===== src/rtl/ext_trig_pkg.sv =====
`default_nettype none
package ext_trig_pkg;
  localparam int CLK_MHZ = 250;
  // Default completion pulse width
  localparam int PULSE_NS = 40;
  localparam int PULSE_CYC = (PULSE_NS * CLK_MHZ + 999) / 1000;
  // Default measurement time stand-in
  localparam int MEAS_CYC = 16;
  localparam int RDG_W = 16;
  localparam int BUF_DEPTH = 16;
  localparam int CNT_W = 16;
  localparam logic [15:0] CNT_RESET = 16'h0000;
  typedef enum {StIdle, StWait, StMeasure, StStore, StPulse} trig_state_t;
endpackage
`default_nettype wire


===== src/rtl/external_trigger_handshake.sv =====
`timescale 1ns/1ns
`default_nettype none
module external_trigger_handshake
  import ext_trig_pkg::*;
#(
  parameter int PULSE_CYCLES = ext_trig_pkg::PULSE_CYC,
  parameter int MEAS_CYCLES = ext_trig_pkg::MEAS_CYC,
  parameter int DEPTH = ext_trig_pkg::BUF_DEPTH
) (
  // Clock and reset
  input wire logic sys_clk,
  input wire logic srst,
  input wire logic clkEn,
  // Front panel keys, pins (asynchronous)
  input wire logic external_mode_key,
  input wire logic manualTrigKey,
  // Trigger link line 2 and shared digital I/O pin
  input wire logic linkTrigInLine,
  input wire logic interlockIn,
  // Configuration
  input wire logic srcExternal,
  input wire logic [ext_trig_pkg::CNT_W-1:0] pulseWidthCfg,
  // Measurement data
  input wire logic [ext_trig_pkg::RDG_W-1:0] adcReading,
  // Indicator and display
  output logic trigIndicator,
  output logic waitDisplay,
  output logic extModeActive,
  // Trigger link line 1
  output logic measure_complete_pulse,
  // Reading buffer
  output logic [ext_trig_pkg::RDG_W-1:0] lastReading,
  output logic [ext_trig_pkg::CNT_W-1:0] readingCount
);
  import ext_trig_pkg::*;

  ////////////////////////////////////////////////////////////////
  logic trigFall;
  logic modeFall;
  logic manFall;
  logic lockMeta_q, lock_q;
  trig_state_t state_q;
  logic extMode_q;
  logic [CNT_W-1:0] cnt_q;
  logic [RDG_W-1:0] buf_q [DEPTH];
  logic [$clog2(DEPTH)-1:0] wrIdx_q;
  logic [RDG_W-1:0] last_q;
  logic [CNT_W-1:0] rdCnt_q;
  logic pulse_q;
  logic accept;
  logic pulseEnd;

  // Last cycle of the completion pulse; zero width selects the default
  function automatic logic pulseDone(input logic [CNT_W-1:0] cnt, input logic [CNT_W-1:0] cfg);
    logic [CNT_W-1:0] width;
    width = (cfg != '0) ? cfg : CNT_W'(PULSE_CYCLES);
    return (cnt + 1'b1) >= width;
  endfunction

  // Link line has its own synchroniser; the digital I/O pin is synchronised separately
  sync_fall_edge u_trig (.sys_clk(sys_clk), .srst(srst), .clkEn(clkEn),
    .lineIn(linkTrigInLine), .levelOut(), .fallPulse(trigFall));
  // Keys are active low presses
  sync_fall_edge u_mode (.sys_clk(sys_clk), .srst(srst), .clkEn(clkEn),
    .lineIn(external_mode_key), .levelOut(), .fallPulse(modeFall));
  sync_fall_edge u_man (.sys_clk(sys_clk), .srst(srst), .clkEn(clkEn),
    .lineIn(manualTrigKey), .levelOut(), .fallPulse(manFall));

  // Interlock: floating pin pulled high externally
  always_ff @(posedge sys_clk) begin
    if (srst) begin
      lockMeta_q <= 1'b1;
      lock_q <= 1'b1;
    end else if (clkEn) begin
      lockMeta_q <= interlockIn;
      lock_q <= lockMeta_q;
    end
  end

  ////////////////////////////////////////////////////////////////
  // Link falling edge with external source and interlock open, or a manual key press
  assign accept = (trigFall & srcExternal & lock_q) | manFall;
  assign pulseEnd = pulseDone(cnt_q, pulseWidthCfg);

  // Mode toggle
  always_ff @(posedge sys_clk) begin
    if (srst) begin
      extMode_q <= 1'b0;
    end else if (clkEn && modeFall) begin
      extMode_q <= ~extMode_q;
    end
  end

  always_ff @(posedge sys_clk) begin
    if (srst) begin
      state_q <= StIdle;
      cnt_q <= CNT_RESET;
    end else if (clkEn) begin
      case (state_q)
        StIdle: begin
          if (extMode_q) begin
            state_q <= StWait;
          end
        end
        StWait: begin
          if (!extMode_q) begin
            state_q <= StIdle;
          end else if (accept) begin
            state_q <= StMeasure;
            cnt_q <= CNT_RESET;
          end
        end
        StMeasure: begin
          // Edges here are dropped
          if (cnt_q >= CNT_W'(MEAS_CYCLES - 1)) begin
            state_q <= StStore;
            cnt_q <= CNT_RESET;
          end else begin
            cnt_q <= cnt_q + 1'b1;
          end
        end
        StStore: begin
          state_q <= StPulse;
          cnt_q <= CNT_RESET;
        end
        StPulse: begin
          if (pulseEnd) begin
            state_q <= extMode_q ? StWait : StIdle;
            cnt_q <= CNT_RESET;
          end else begin
            cnt_q <= cnt_q + 1'b1;
          end
        end
        default: begin
          state_q <= StIdle;
        end
      endcase
    end
  end

  ////////////////////////////////////////////////////////////////
  // Reading buffer, wraps round at its depth
  always_ff @(posedge sys_clk) begin
    if (srst) begin
      wrIdx_q <= '0;
    end else if (clkEn && state_q == StStore) begin
      buf_q[wrIdx_q] <= adcReading;
      wrIdx_q <= wrIdx_q + 1'b1;
    end
  end

  // Last reading and reading count
  always_ff @(posedge sys_clk) begin
    if (srst) begin
      last_q <= '0;
      rdCnt_q <= CNT_RESET;
    end else if (clkEn && state_q == StStore) begin
      last_q <= adcReading;
      rdCnt_q <= rdCnt_q + 1'b1;
    end
  end

  ////////////////////////////////////////////////////////////////
  // Completion pulse on link line 1
  always_ff @(posedge sys_clk) begin
    if (srst) begin
      pulse_q <= 1'b0;
    end else if (clkEn) begin
      pulse_q <= (state_q == StStore) || (state_q == StPulse && !pulseEnd);
    end
  end

  // Indicator follows the mode
  always_ff @(posedge sys_clk) begin
    if (srst) begin
      trigIndicator <= 1'b0;
      extModeActive <= 1'b0;
    end else if (clkEn) begin
      trigIndicator <= extMode_q;
      extModeActive <= extMode_q;
    end
  end

  // Waiting display only while in StWait in external mode
  always_ff @(posedge sys_clk) begin
    if (srst) begin
      waitDisplay <= 1'b0;
    end else if (clkEn) begin
      waitDisplay <= extMode_q && (state_q == StWait);
    end
  end

  assign measure_complete_pulse = pulse_q;
  assign lastReading = last_q;
  assign readingCount = rdCnt_q;
endmodule
`default_nettype wire


===== src/rtl/sync_fall_edge.sv =====
`timescale 1ns/1ns
`default_nettype none
module sync_fall_edge (
  // Clock
  input wire logic sys_clk,
  input wire logic srst,
  input wire logic clkEn,
  // Line in and edge out
  input wire logic lineIn,
  output logic levelOut,
  output logic fallPulse
);
  logic meta_q;
  logic sync_q;
  logic prev_q;

  // Second stage alone reads the first; edge seen one stage later
  always_ff @(posedge sys_clk) begin
    if (srst) begin
      meta_q <= 1'b1;
      sync_q <= 1'b1;
      prev_q <= 1'b1;
    end else if (clkEn) begin
      meta_q <= lineIn;
      sync_q <= meta_q;
      prev_q <= sync_q;
    end
  end

  assign levelOut = sync_q;
  assign fallPulse = prev_q & ~sync_q;
endmodule
`default_nettype wire


===== config.mk =====
export PLATFORM = sky130hd
export DESIGN_NAME = external_trigger_handshake
export DESIGN_NICKNAME = d
export VERILOG_FILES = /design/src/rtl/ext_trig_pkg.sv /design/src/rtl/external_trigger_handshake.sv /design/src/rtl/sync_fall_edge.sv
export SDC_FILE = /design/constraint.sdc
export NUM_CORES = 1
export LEC_CHECK = 0
export CORE_MARGIN = 2
export CORE_UTILIZATION = 30
export DETAILED_ROUTE_END_ITERATION = 7
export DONT_BUFFER_PORTS = 1
export PLACE_DENSITY_LB_ADDON = 0.05
export SKIP_CTS_REPAIR_TIMING = 1
export SYNTH_ARGS = -nofsm -noshare
export SYNTH_HDL_FRONTEND = slang
export SYNTH_SLANG_ARGS = --single-unit

===== constraint.sdc =====
create_clock -name sys_clk -period 3.7 [get_ports sys_clk]
set_clock_uncertainty 0.15 [all_clocks]
set_input_delay 0.74 -clock sys_clk [delete_from_list [all_inputs] [get_ports sys_clk]]
set_output_delay 0.74 -clock sys_clk [all_outputs]
set_load 0.02 [all_outputs]

# [After elaboration in Yosys (flattened, before gate mapping)]
# Cells that the tools add are included.
[word_totals] mem_bits_ro=0 mem_bits_rw=0 out_inout_bits=36 memories=0 register_bits=95 latch_bits=0 in_bits=40
[classes] bitwise_logic=10 eq_ne=13 div_mod_pow=0 n_mul=0 addsub=2 order_cmp=2 reduce_logical=11 n_mux=13 shift=0
[ops] op="$mux W32" n=5
[ops] op="$pmux W32 S5" n=1
[ops] op="$eq A32 B2 Y1 const B" n=3
[ops] op="$mux W16" n=5
[ops] op="$eq A32 B3 Y1 const B" n=2
[ops] op="$pmux W16 S4" n=1
[ops] op="$add A16 B1 Y16 const B" n=2
[ops] op="$eq A32 B1 Y1 const B" n=1
[ops] op="$eq A32 B4 Y1 const B" n=1
[ops] op="$logic_not A32 Y1" n=1
[ops] op="$ge A16 B16 Y1" n=1
[ops] op="$ge A16 B4 Y1 const B" n=1
[ops] op="$reduce_bool A16 Y1" n=1
[ops] op="$ne A2 B2 Y1 const B" n=5
[ops] op="$and A1 B1 Y1" n=5
[ops] op="$reduce_and A5 Y1" n=1
[ops] op="$logic_and A1 B1 Y1" n=4
[ops] op="$not A1 Y1" n=4
[ops] op="$reduce_and A4 Y1" n=1
[ops] op="$reduce_bool A4 Y1" n=1
[ops] op="$ne A3 B3 Y1 const B" n=1
[ops] op="$logic_not A1 Y1" n=1
[ops] op="$logic_or A1 B1 Y1" n=1
[ops] op="$mux W1" n=1
[ops] op="$or A1 B1 Y1" n=1

# [Depth between registers and ports, before layout]
# Gate-level depths: netlist of run 1.
[depth] ltp_word=8 mapped_depth=13 mapped_depth_nobuf=12

# [Cells and area by module]
# Synthesis of run 1 repeated with hierarchy kept, for this count alone.
[unflattened] hier_cells=416 area_unflattened_um2=3429.5
[modules_own_cells] mod="external_trigger_handshake" area_each_um2=3095.5 n_inst=1 cells_per_inst=386
[modules_own_cells] mod="sync_fall_edge" area_each_um2=111.4 n_inst=3 cells_per_inst=10

# [Least setup slack after synthesis of run 1]
# No wires, ideal clock.
[synth_timing] path_kind="flip-flop to flip-flop" from="register cnt_q[4]" to="register cnt_q[15]" synth_period_minus_slack_ps=3239 path_stages_with_launch=13 setup_slack_ps=461 setup_time_ps=128 arrival_ps=2962 path_cell_list="dfxtp_1 > and4_1 > nand4_1 > o21a_1 > or2_2 > ha_1 > nand4_1 > or3_4 > a311oi_4 > o31ai_4 > buf_4 > a22oi_1 > nor2_1"
[synth_between] elab_chain_cells=4
[synth_rtl] element="start, declared" line_no="external_trigger_handshake.sv:44" text="logic [CNT_W-1:0] cnt_q;"
[synth_rtl] element="start signal, assigned" line_no="external_trigger_handshake.sv:119" text="cnt_q <= cnt_q + 1'b1;"
[synth_rtl] element="start signal, assigned" line_no="external_trigger_handshake.sv:131" text="cnt_q <= cnt_q + 1'b1;"
[synth_rtl] element="$add A16 B1 Y16" line_no="external_trigger_handshake.sv:57, external_trigger_handshake.sv:119, external_trigger_handshake.sv:131"
[synth_rtl] element="$ge A16 B16 Y1" line_no="external_trigger_handshake.sv:57" text="return (cnt + 1'b1) >= width;"
[synth_rtl] element="$mux W16" line_no="external_trigger_handshake.sv:127" text="if (pulseEnd) begin"
[synth_rtl] element="$pmux W16 S4 (*)" line_no="external_trigger_handshake.sv:99" text="case (state_q)"
# Mark *: on every way between the ends. The rest lies on a longest branch, timed or not.
# A chain may end at the register's enable or synchronous reset.

# [Worst setup path in the final report of run 1]
[layout_timing] from="register cnt_q[5]" to="register state_q[0]"
[layout_between] elab_chain_cells=4
[layout_rtl] element="$add A16 B1 Y16" line_no="external_trigger_handshake.sv:57"
[layout_rtl] element="$ge A16 B16 Y1" line_no="external_trigger_handshake.sv:57"
[layout_rtl] element="$ne A2 B2 Y1 (no source line)"
[layout_rtl] element="$reduce_and A5 Y1 (no source line) (*)"
[layout_rtl] element="end signal, assigned" line_no="external_trigger_handshake.sv:96" text="state_q <= StIdle;"
[layout_rtl] element="end signal, assigned" line_no="external_trigger_handshake.sv:102" text="state_q <= StWait;"
[layout_rtl] element="end signal, assigned" line_no="external_trigger_handshake.sv:107" text="state_q <= StIdle;"
[layout_rtl] element="end, declared" line_no="external_trigger_handshake.sv:42" text="trig_state_t state_q;"
# Marks and branches as above.

==> results of run 1 <==
==> power groups by stage <==
stage / Clock [mW] / Sequential [mW] / Combinational (mW)
floorplan: 0 / 0.737 / 0.0407
global placement: 0 / 0.739 / 0.0323
CTS: 0.684 / 0.722 / 0.0328
finish: 0.655 / 0.723 / 0.0321
detailed placement: 0 / 0.739 / 0.0322
global route: 0.707 / 0.723 / 0.0379
==> placed cells by master (no fill, tap or decap), types with 3 or more instances in the layout <==
cell type,synthesis,routed
ha_1,18,18
nand3_1,9,9
inv_1,21,21
buf_4,5,11
and4_1,4,3
a22oi_1,12,12
a21oi_1,29,29
or3_1,3,3
nor4_1,8,8
nand2_1,63,63
dfxtp_1,66,65
o21a_1,4,4
mux2i_1,12,12
clkbuf_8,0,13
xnor2_1,13,13
o21ai_0,11,11
and3_1,5,5
nand4_1,9,9
or2_2,3,3
nor2_1,41,41
xor2_1,14,14
nor3_1,7,7
==> registers in the layout, summed over array words and instances, names as in the netlist <==
| signal | count |
|---|---|
| lock_q | 1 |
| u_mode.meta_q | 1 |
| u_man.prev_q | 1 |
| lastReading | 16 |
| u_man.levelOut | 1 |
| extMode_q | 1 |
| u_trig.prev_q | 1 |
| u_mode.prev_q | 1 |
| u_trig.levelOut | 1 |
| extModeActive | 1 |
| readingCount | 16 |
| u_trig.meta_q | 1 |
| lockMeta_q | 1 |
| state_q | 3 |
| u_man.meta_q | 1 |
| waitDisplay | 1 |
| cnt_q | 16 |
| measure_complete_pulse | 1 |
| u_mode.levelOut | 1 |
==> per-layer routing <==
metal / share of wire / wire length, um / global-route usage / vias to the layer above
li1: - / - / - / 1392
met1: 0.47 / 3775 / 0.1764 / 1274
met2: 0.48 / 3802 / 0.2143 / 35
met3: 0.038 / 305 / 0.04446 / 7
met4: 0.012 / 94 / 0.04069 / 0
met5: 0 / 0 / 0 / -
==> worst max-delay path, delay by kind of cell, from the launching register on <==
family	cells	cell delay [ps]
simple gates	5	1400
compound gates	5	1220
flops	1	420
fa+ha+maj	1	280
==> cell families after synthesis <==
group | after synthesis | synth area share
adder cells (fa/ha/maj) | 18 | 0.06712
multiplexers | 12 | 0.03580
XOR/XNOR | 27 | 0.07047
AO/OA/AOI/OAI | 69 | 0.1383
buffers and inverters | 43 | 0.05444
AND/OR/NAND/NOR | 167 | 0.2401
flip-flops | 66 | 0.3937
==> how the worst max path moves through the flow <==
stage	cells after the start	startpoint	endpoint
3_5_place_dp	11	cnt_q[4]	state_q[0]
2_1_floorplan	12	cnt_q[4]	cnt_q[15]
4_1_cts	11	cnt_q[4]	state_q[0]
3_3_place_gp	11	cnt_q[4]	state_q[0]
5_1_grt	12	cnt_q[5]	state_q[0]
6_report	11	cnt_q[5]	state_q[0]
==> cell type report <==
type / instances / share of cell area
multi-input cells: 293 / 0.4978
clock buffers: 15 / 0.04992
inverters: 21 / 0.02111
repair buffers: 11 / 0.02211
flip-flops and latches: 66 / 0.3541
clock inverters: 1 / 0.008040
well taps: 140 / 0.04690
==> summary.md, run 1 <==
| Metric | Value |
|---|---|
| Run status | completed |
| Power Total | 1.409 mW |
| Async SR Flop Fraction | 0 |
| Worst-skew pair later-pin latency | 340 ps |
| Via density | 4.951 |
| Number of flops mapped to enable cells by yosys | 0 |
| Synth top cells by count | dfxtp_1 (66), nand2_1 (63), nor2_1 (41) |
| ANT nets after route | 0 |
| GPL Wtd Cong | 0.7560 |
| Combinational share of power | 0.023 |
| DP Cell Count | 529 |
| Switch Pwr | 0.2907 mW |
| WL final | 7.978 mm |
| Post-Route Setup TNS | 0 ps |
| Initial antenna violation count | 0 |
| DR DRC count | 0 |
| Largest area contributor in the netlist | dfxtp_1 |
| Reg area | 0.001323 mm2 |
| Primary FF master, synth | dfxtp_1 |
| DIE WIDTH | 109.8 um |
| Post-Layout Cell Count | 547 |
| CP Capture Type | flip-flop |
| Drt pass-1 iters | 4 |
| Setup CP Type | flip-flop to flip-flop |
| Crit-path cells | and4_2 -> nand4_1 -> o21a_1 -> or2_2 -> ha_1 -> nand4_1 -> or3_4 -> a311oi_4 -> o31ai_1 -> a2111o_1 -> a21oi_1 |
| CP Launch Type | flip-flop |
| Reg2reg setup slack | 170 ps |
| Die Ht | 109.8 um |
| RSZ-0062 raised after global routing | false |
| Global Route Usage Sum | 0.1359 |
| Hold Crit Endpoint | u_trig.prev_q |
| CTS Sinks | 66 |
| DP Area | 0.003495 mm2 |
| FILL cells | 1167 |
| Largest net degree at the start of global routing | 57 |
| Worst path slowest cell | or3_4 |
| Synthesized net count | 460 |
| Hold path cells | 2 |
| Starting DRC count in detailed routing | 139 |
| Depth of the CTS H-tree | 3 |
| Multi-input logic area | 0.001859 mm2 |
| Core area | 0.01089 mm2 |
| Clock tree from TritonCTS | built |
| Hpwl dp | 5.651 mm |
| FP Rows | 38 |
| Final Hold Viols | 0 |
| I/O pins | 76 |
| Period utilization | 0.9541 |
| Pwr/cell area | 377.4 mW/mm2 |
| CP Data Arrival Time | 3650 ps |
| Hold path startpoint | u_trig.prev_q |
| Die Area | 0.01205 mm2 |
| Worst Max-Slew Pin Slew | 564.2 ps |
| GRT overflow | 0 |
| Net Sw Frac | 0.2063 |
| CTS Buffer Depth | 2 |
| Distinct cell type count after synthesis | 47 |
| Setup violators final | 0 |
| Worst path most repeated cell | nand4_1 |
| Post-route setup slack | 169.9 ps |
| Post-layout util | 0.3430 |
| Tmin final | 3530 ps |
| Critical Path Fanout Max | 5 |
| Crit-path max cell delay | 440 ps |
| Mapped cell area | 0.003356 mm2 |
| Post-synth top area share | 0.3937 |
| Cells after synthesis | 402 |
| Pleak | 1.434 nW |
| Yosys reg bits | 66 |
| Synth top area cells | dfxtp_1 (39%), nand2_1 (7.0%), ha_1 (6.7%) |
| Final net count | 460 |
| Routed vias | 2708 |
| Starting Density | 0.3082 |
| Cell-internal power | 1.119 mW |
| P&R area growth vs syn | 11.30% |
| Reg2Reg Depth | 11 |
| Max Cap Violations | 0 |
| Wire length per cell | 14.59 um |
| CTS Buf Count | 9 |
| Avg Cell Area, Syn | 8.348 um2 |
| Max-slew violations | 0 |
| Root buf cell | clkbuf_8 |
| Worst rel slew slack | 0.6207 |
| Number of global-route vias before repair | 2504 |
| Most instantiated library cell after synthesis | dfxtp_1 |
| Clk slew on worst S/H paths | 70 ps |
| Power share of the clock group | 0.464 |
| Inserted Diodes | 0 |
| First-pass GRT wire length | 12.61 mm |
| Max Fclk | 0.2833 GHz |
| Yosys Warn Count | 0 |
| Port-buffer cells | 0 |
| Worst min-delay path category | flip-flop to flip-flop |
| Req. time, crit path | 3820 ps |
| Pre-CTS setup slack | 104.0 ps |
| VDD IR max | 0.3016 mV |
| Flop pwr share | 0.513 |
| Worst reg2reg path startpoint | cnt_q[5] |
| Seq/Total Area, Yosys | 0.3937 |
| Post-Layout Inst Area | 0.003735 mm2 |
| Layout cells sized above 1 | 0.09091 |
| Worst hold margin | 318.4 ps |
| Reg2reg end | state_q[0] |
No activity file was read; power rests on OpenSTA's default activity.
==> run 2, diff against run 1 <==
==> constraint.sdc (replaced) <==
create_clock -name sys_clk -period 3.8 [get_ports sys_clk]
set_clock_uncertainty 0.15 [all_clocks]
set_input_delay 0.76 -clock sys_clk [delete_from_list [all_inputs] [get_ports sys_clk]]
set_output_delay 0.76 -clock sys_clk [all_outputs]
set_load 0.02 [all_outputs]
==> summary.md, run 2 (same netlist as run 1, synthesis figures left out) <==
| Metric | Value |
|---|---|
| Run status | completed |
| Post-Route Setup TNS | 0 ps |
| Power share of the clock group | 0.452 |
| Die Area | 0.01205 mm2 |
| CTS Buf Count | 9 |
| Setup CP Type | flip-flop to flip-flop |
| Via density | 4.978 |
| Number of global-route vias before repair | 2561 |
| Worst rel slew slack | 0.5745 |
| CP Data Arrival Time | 3720 ps |
| Reg area | 0.001321 mm2 |
| Multi-input logic area | 0.001858 mm2 |
| Switch Pwr | 0.2936 mW |
| Starting DRC count in detailed routing | 101 |
| P&R area growth vs syn | 9.508% |
| Starting Density | 0.3082 |
| Inserted Diodes | 0 |
| Routed vias | 2693 |
| Die Ht | 109.8 um |
| DIE WIDTH | 109.8 um |
| GRT overflow | 0 |
| Worst min-delay path category | flip-flop to flip-flop |
| Depth of the CTS H-tree | 3 |
| VDD IR max | 0.3162 mV |
| CTS Sinks | 66 |
| Hpwl dp | 5.628 mm |
| CP Launch Type | flip-flop |
| Net Sw Frac | 0.2188 |
| GPL Wtd Cong | 0.7680 |
| FILL cells | 1168 |
| Drt pass-1 iters | 4 |
| DR DRC count | 0 |
| Critical Path Fanout Max | 6 |
| FP Rows | 38 |
| Final net count | 454 |
| Initial antenna violation count | 0 |
| Core area | 0.01089 mm2 |
| CP Capture Type | flip-flop |
| Combinational share of power | 0.024 |
| I/O pins | 76 |
| Most frequent cells in the layout | dfxtp_1 (66), nand2_1 (63), nor2_1 (41) |
| Period utilization | 0.9460 |
| Clock tree from TritonCTS | built |
| Setup violators final | 0 |
| Largest net degree at the start of global routing | 57 |
| Pleak | 1.399 nW |
| Global Route Usage Sum | 0.1394 |
| Port-buffer cells | 0 |
| Wire length per cell | 14.92 um |
| ANT nets after route | 0 |
| Flop pwr share | 0.524 |
| Final Hold Viols | 0 |
| CTS Buffer Depth | 2 |
| First-pass GRT wire length | 12.85 mm |
| WL final | 8.073 mm |
| Power Total | 1.342 mW |
| Worst-skew pair later-pin latency | 340 ps |
| Commonest non-fill, non-tap cell in the layout | dfxtp_1 |
| Req. time, crit path | 3930 ps |
| Max Fclk | 0.2782 GHz |
| Root buf cell | clkbuf_8 |
| Max-slew violations | 0 |
| Cell-internal power | 1.048 mW |
| RSZ-0062 raised after global routing | false |
| Tmin final | 3595 ps |
| Worst Max-Slew Pin Slew | 632.8 ps |
| Max Cap Violations | 0 |
| Clk slew on worst S/H paths | 70 ps |
| Layout cells sized above 1 | 0.07731 |
| Pwr/cell area | 365.2 mW/mm2 |
run 2: changes by cell type in the layout (fill, tap and decap cells not counted):
cell | before | now
and4_2 | 1 | 0
and4_1 | 3 | 4
buf_4 | 11 | 5
clkinvlp_4 | 0 | 1
clkinv_2 | 0 | 3
clkbuf_1 | 2 | 0
dfxtp_2 | 1 | 0
dfxtp_1 | 65 | 66
clkbuf_8 | 13 | 11
run 2: path summary, 6_finish.rpt:
| check | start | to | slack (ps) | depth (start not counted) |
|---|---|---|---|---|
| setup / recovery | cnt_q[4] | state_q[0] | 210 | 11 |
| hold / removal | lockMeta_q | lockMeta_q | 320 | 2 |
| setup reg to reg | cnt_q[4] | state_q[0] | 210 | 11 |
| hold reg to reg | lockMeta_q | lockMeta_q | 320 | 2 |
run 2: layout make-up:
type / instances / area share
Tap cell: 140 / 0.04767
Multi-Input combinational cell: 293 / 0.5056
Timing Repair Buffer: 5 / 0.01021
Clock buffer: 11 / 0.04120
Clock inverter: 5 / 0.01430
Sequential cell: 66 / 0.3596
Inverter: 21 / 0.02145
run 2: per-layer routing:
layer	part of all wire	vias to the layer above	GRT usage
li1	-	1383	-
met1	0.48	1256	0.1793
met2	0.47	47	0.2183
met3	0.047	7	0.05631
met4	0.0092	0	0.03255
met5	0	-	0
run 2: critical path, stage by stage (launching register included):
cell and delay, ps:
dfxtp_1 420, and4_1 320, nand4_1 280, o21a_1 270, or2_2 290, ha_1 280
nand4_1 120, or3_4 440, a311oi_4 290, o31ai_1 220, a2111o_1 320, a21oi_1 120
run 2: power groups by stage:
stage / clock [mW] / combinational, mW / sequential, mW
finish: 0.607 / 0.0316 / 0.704
CTS: 0.637 / 0.0321 / 0.703
floorplan: 0 / 0.0396 / 0.717
global route: 0.669 / 0.0371 / 0.704
global placement: 0 / 0.0321 / 0.720
detailed placement: 0 / 0.0318 / 0.720
run 2: stage by stage:
| step | hold slack, ps | instance area (um2) | utilization | std cells | setup slack [ps] |
|---|---|---|---|---|---|
| after floorplan | 283.5 | 3356 | - | 402 | 560.9 |
| after global placement | 305.8 | 3465 | 0.3182 | 525 | 223.4 |
| after detailed placement | 312.6 | 3465 | 0.3182 | 525 | 193.2 |
| after CTS | 303.4 | 3669 | 0.3369 | 541 | 184.8 |
| after global routing | 292.5 | 3675 | 0.3375 | 541 | 17.70 |
| final | 324.8 | 3675 | 0.3375 | 541 | 205.2 |
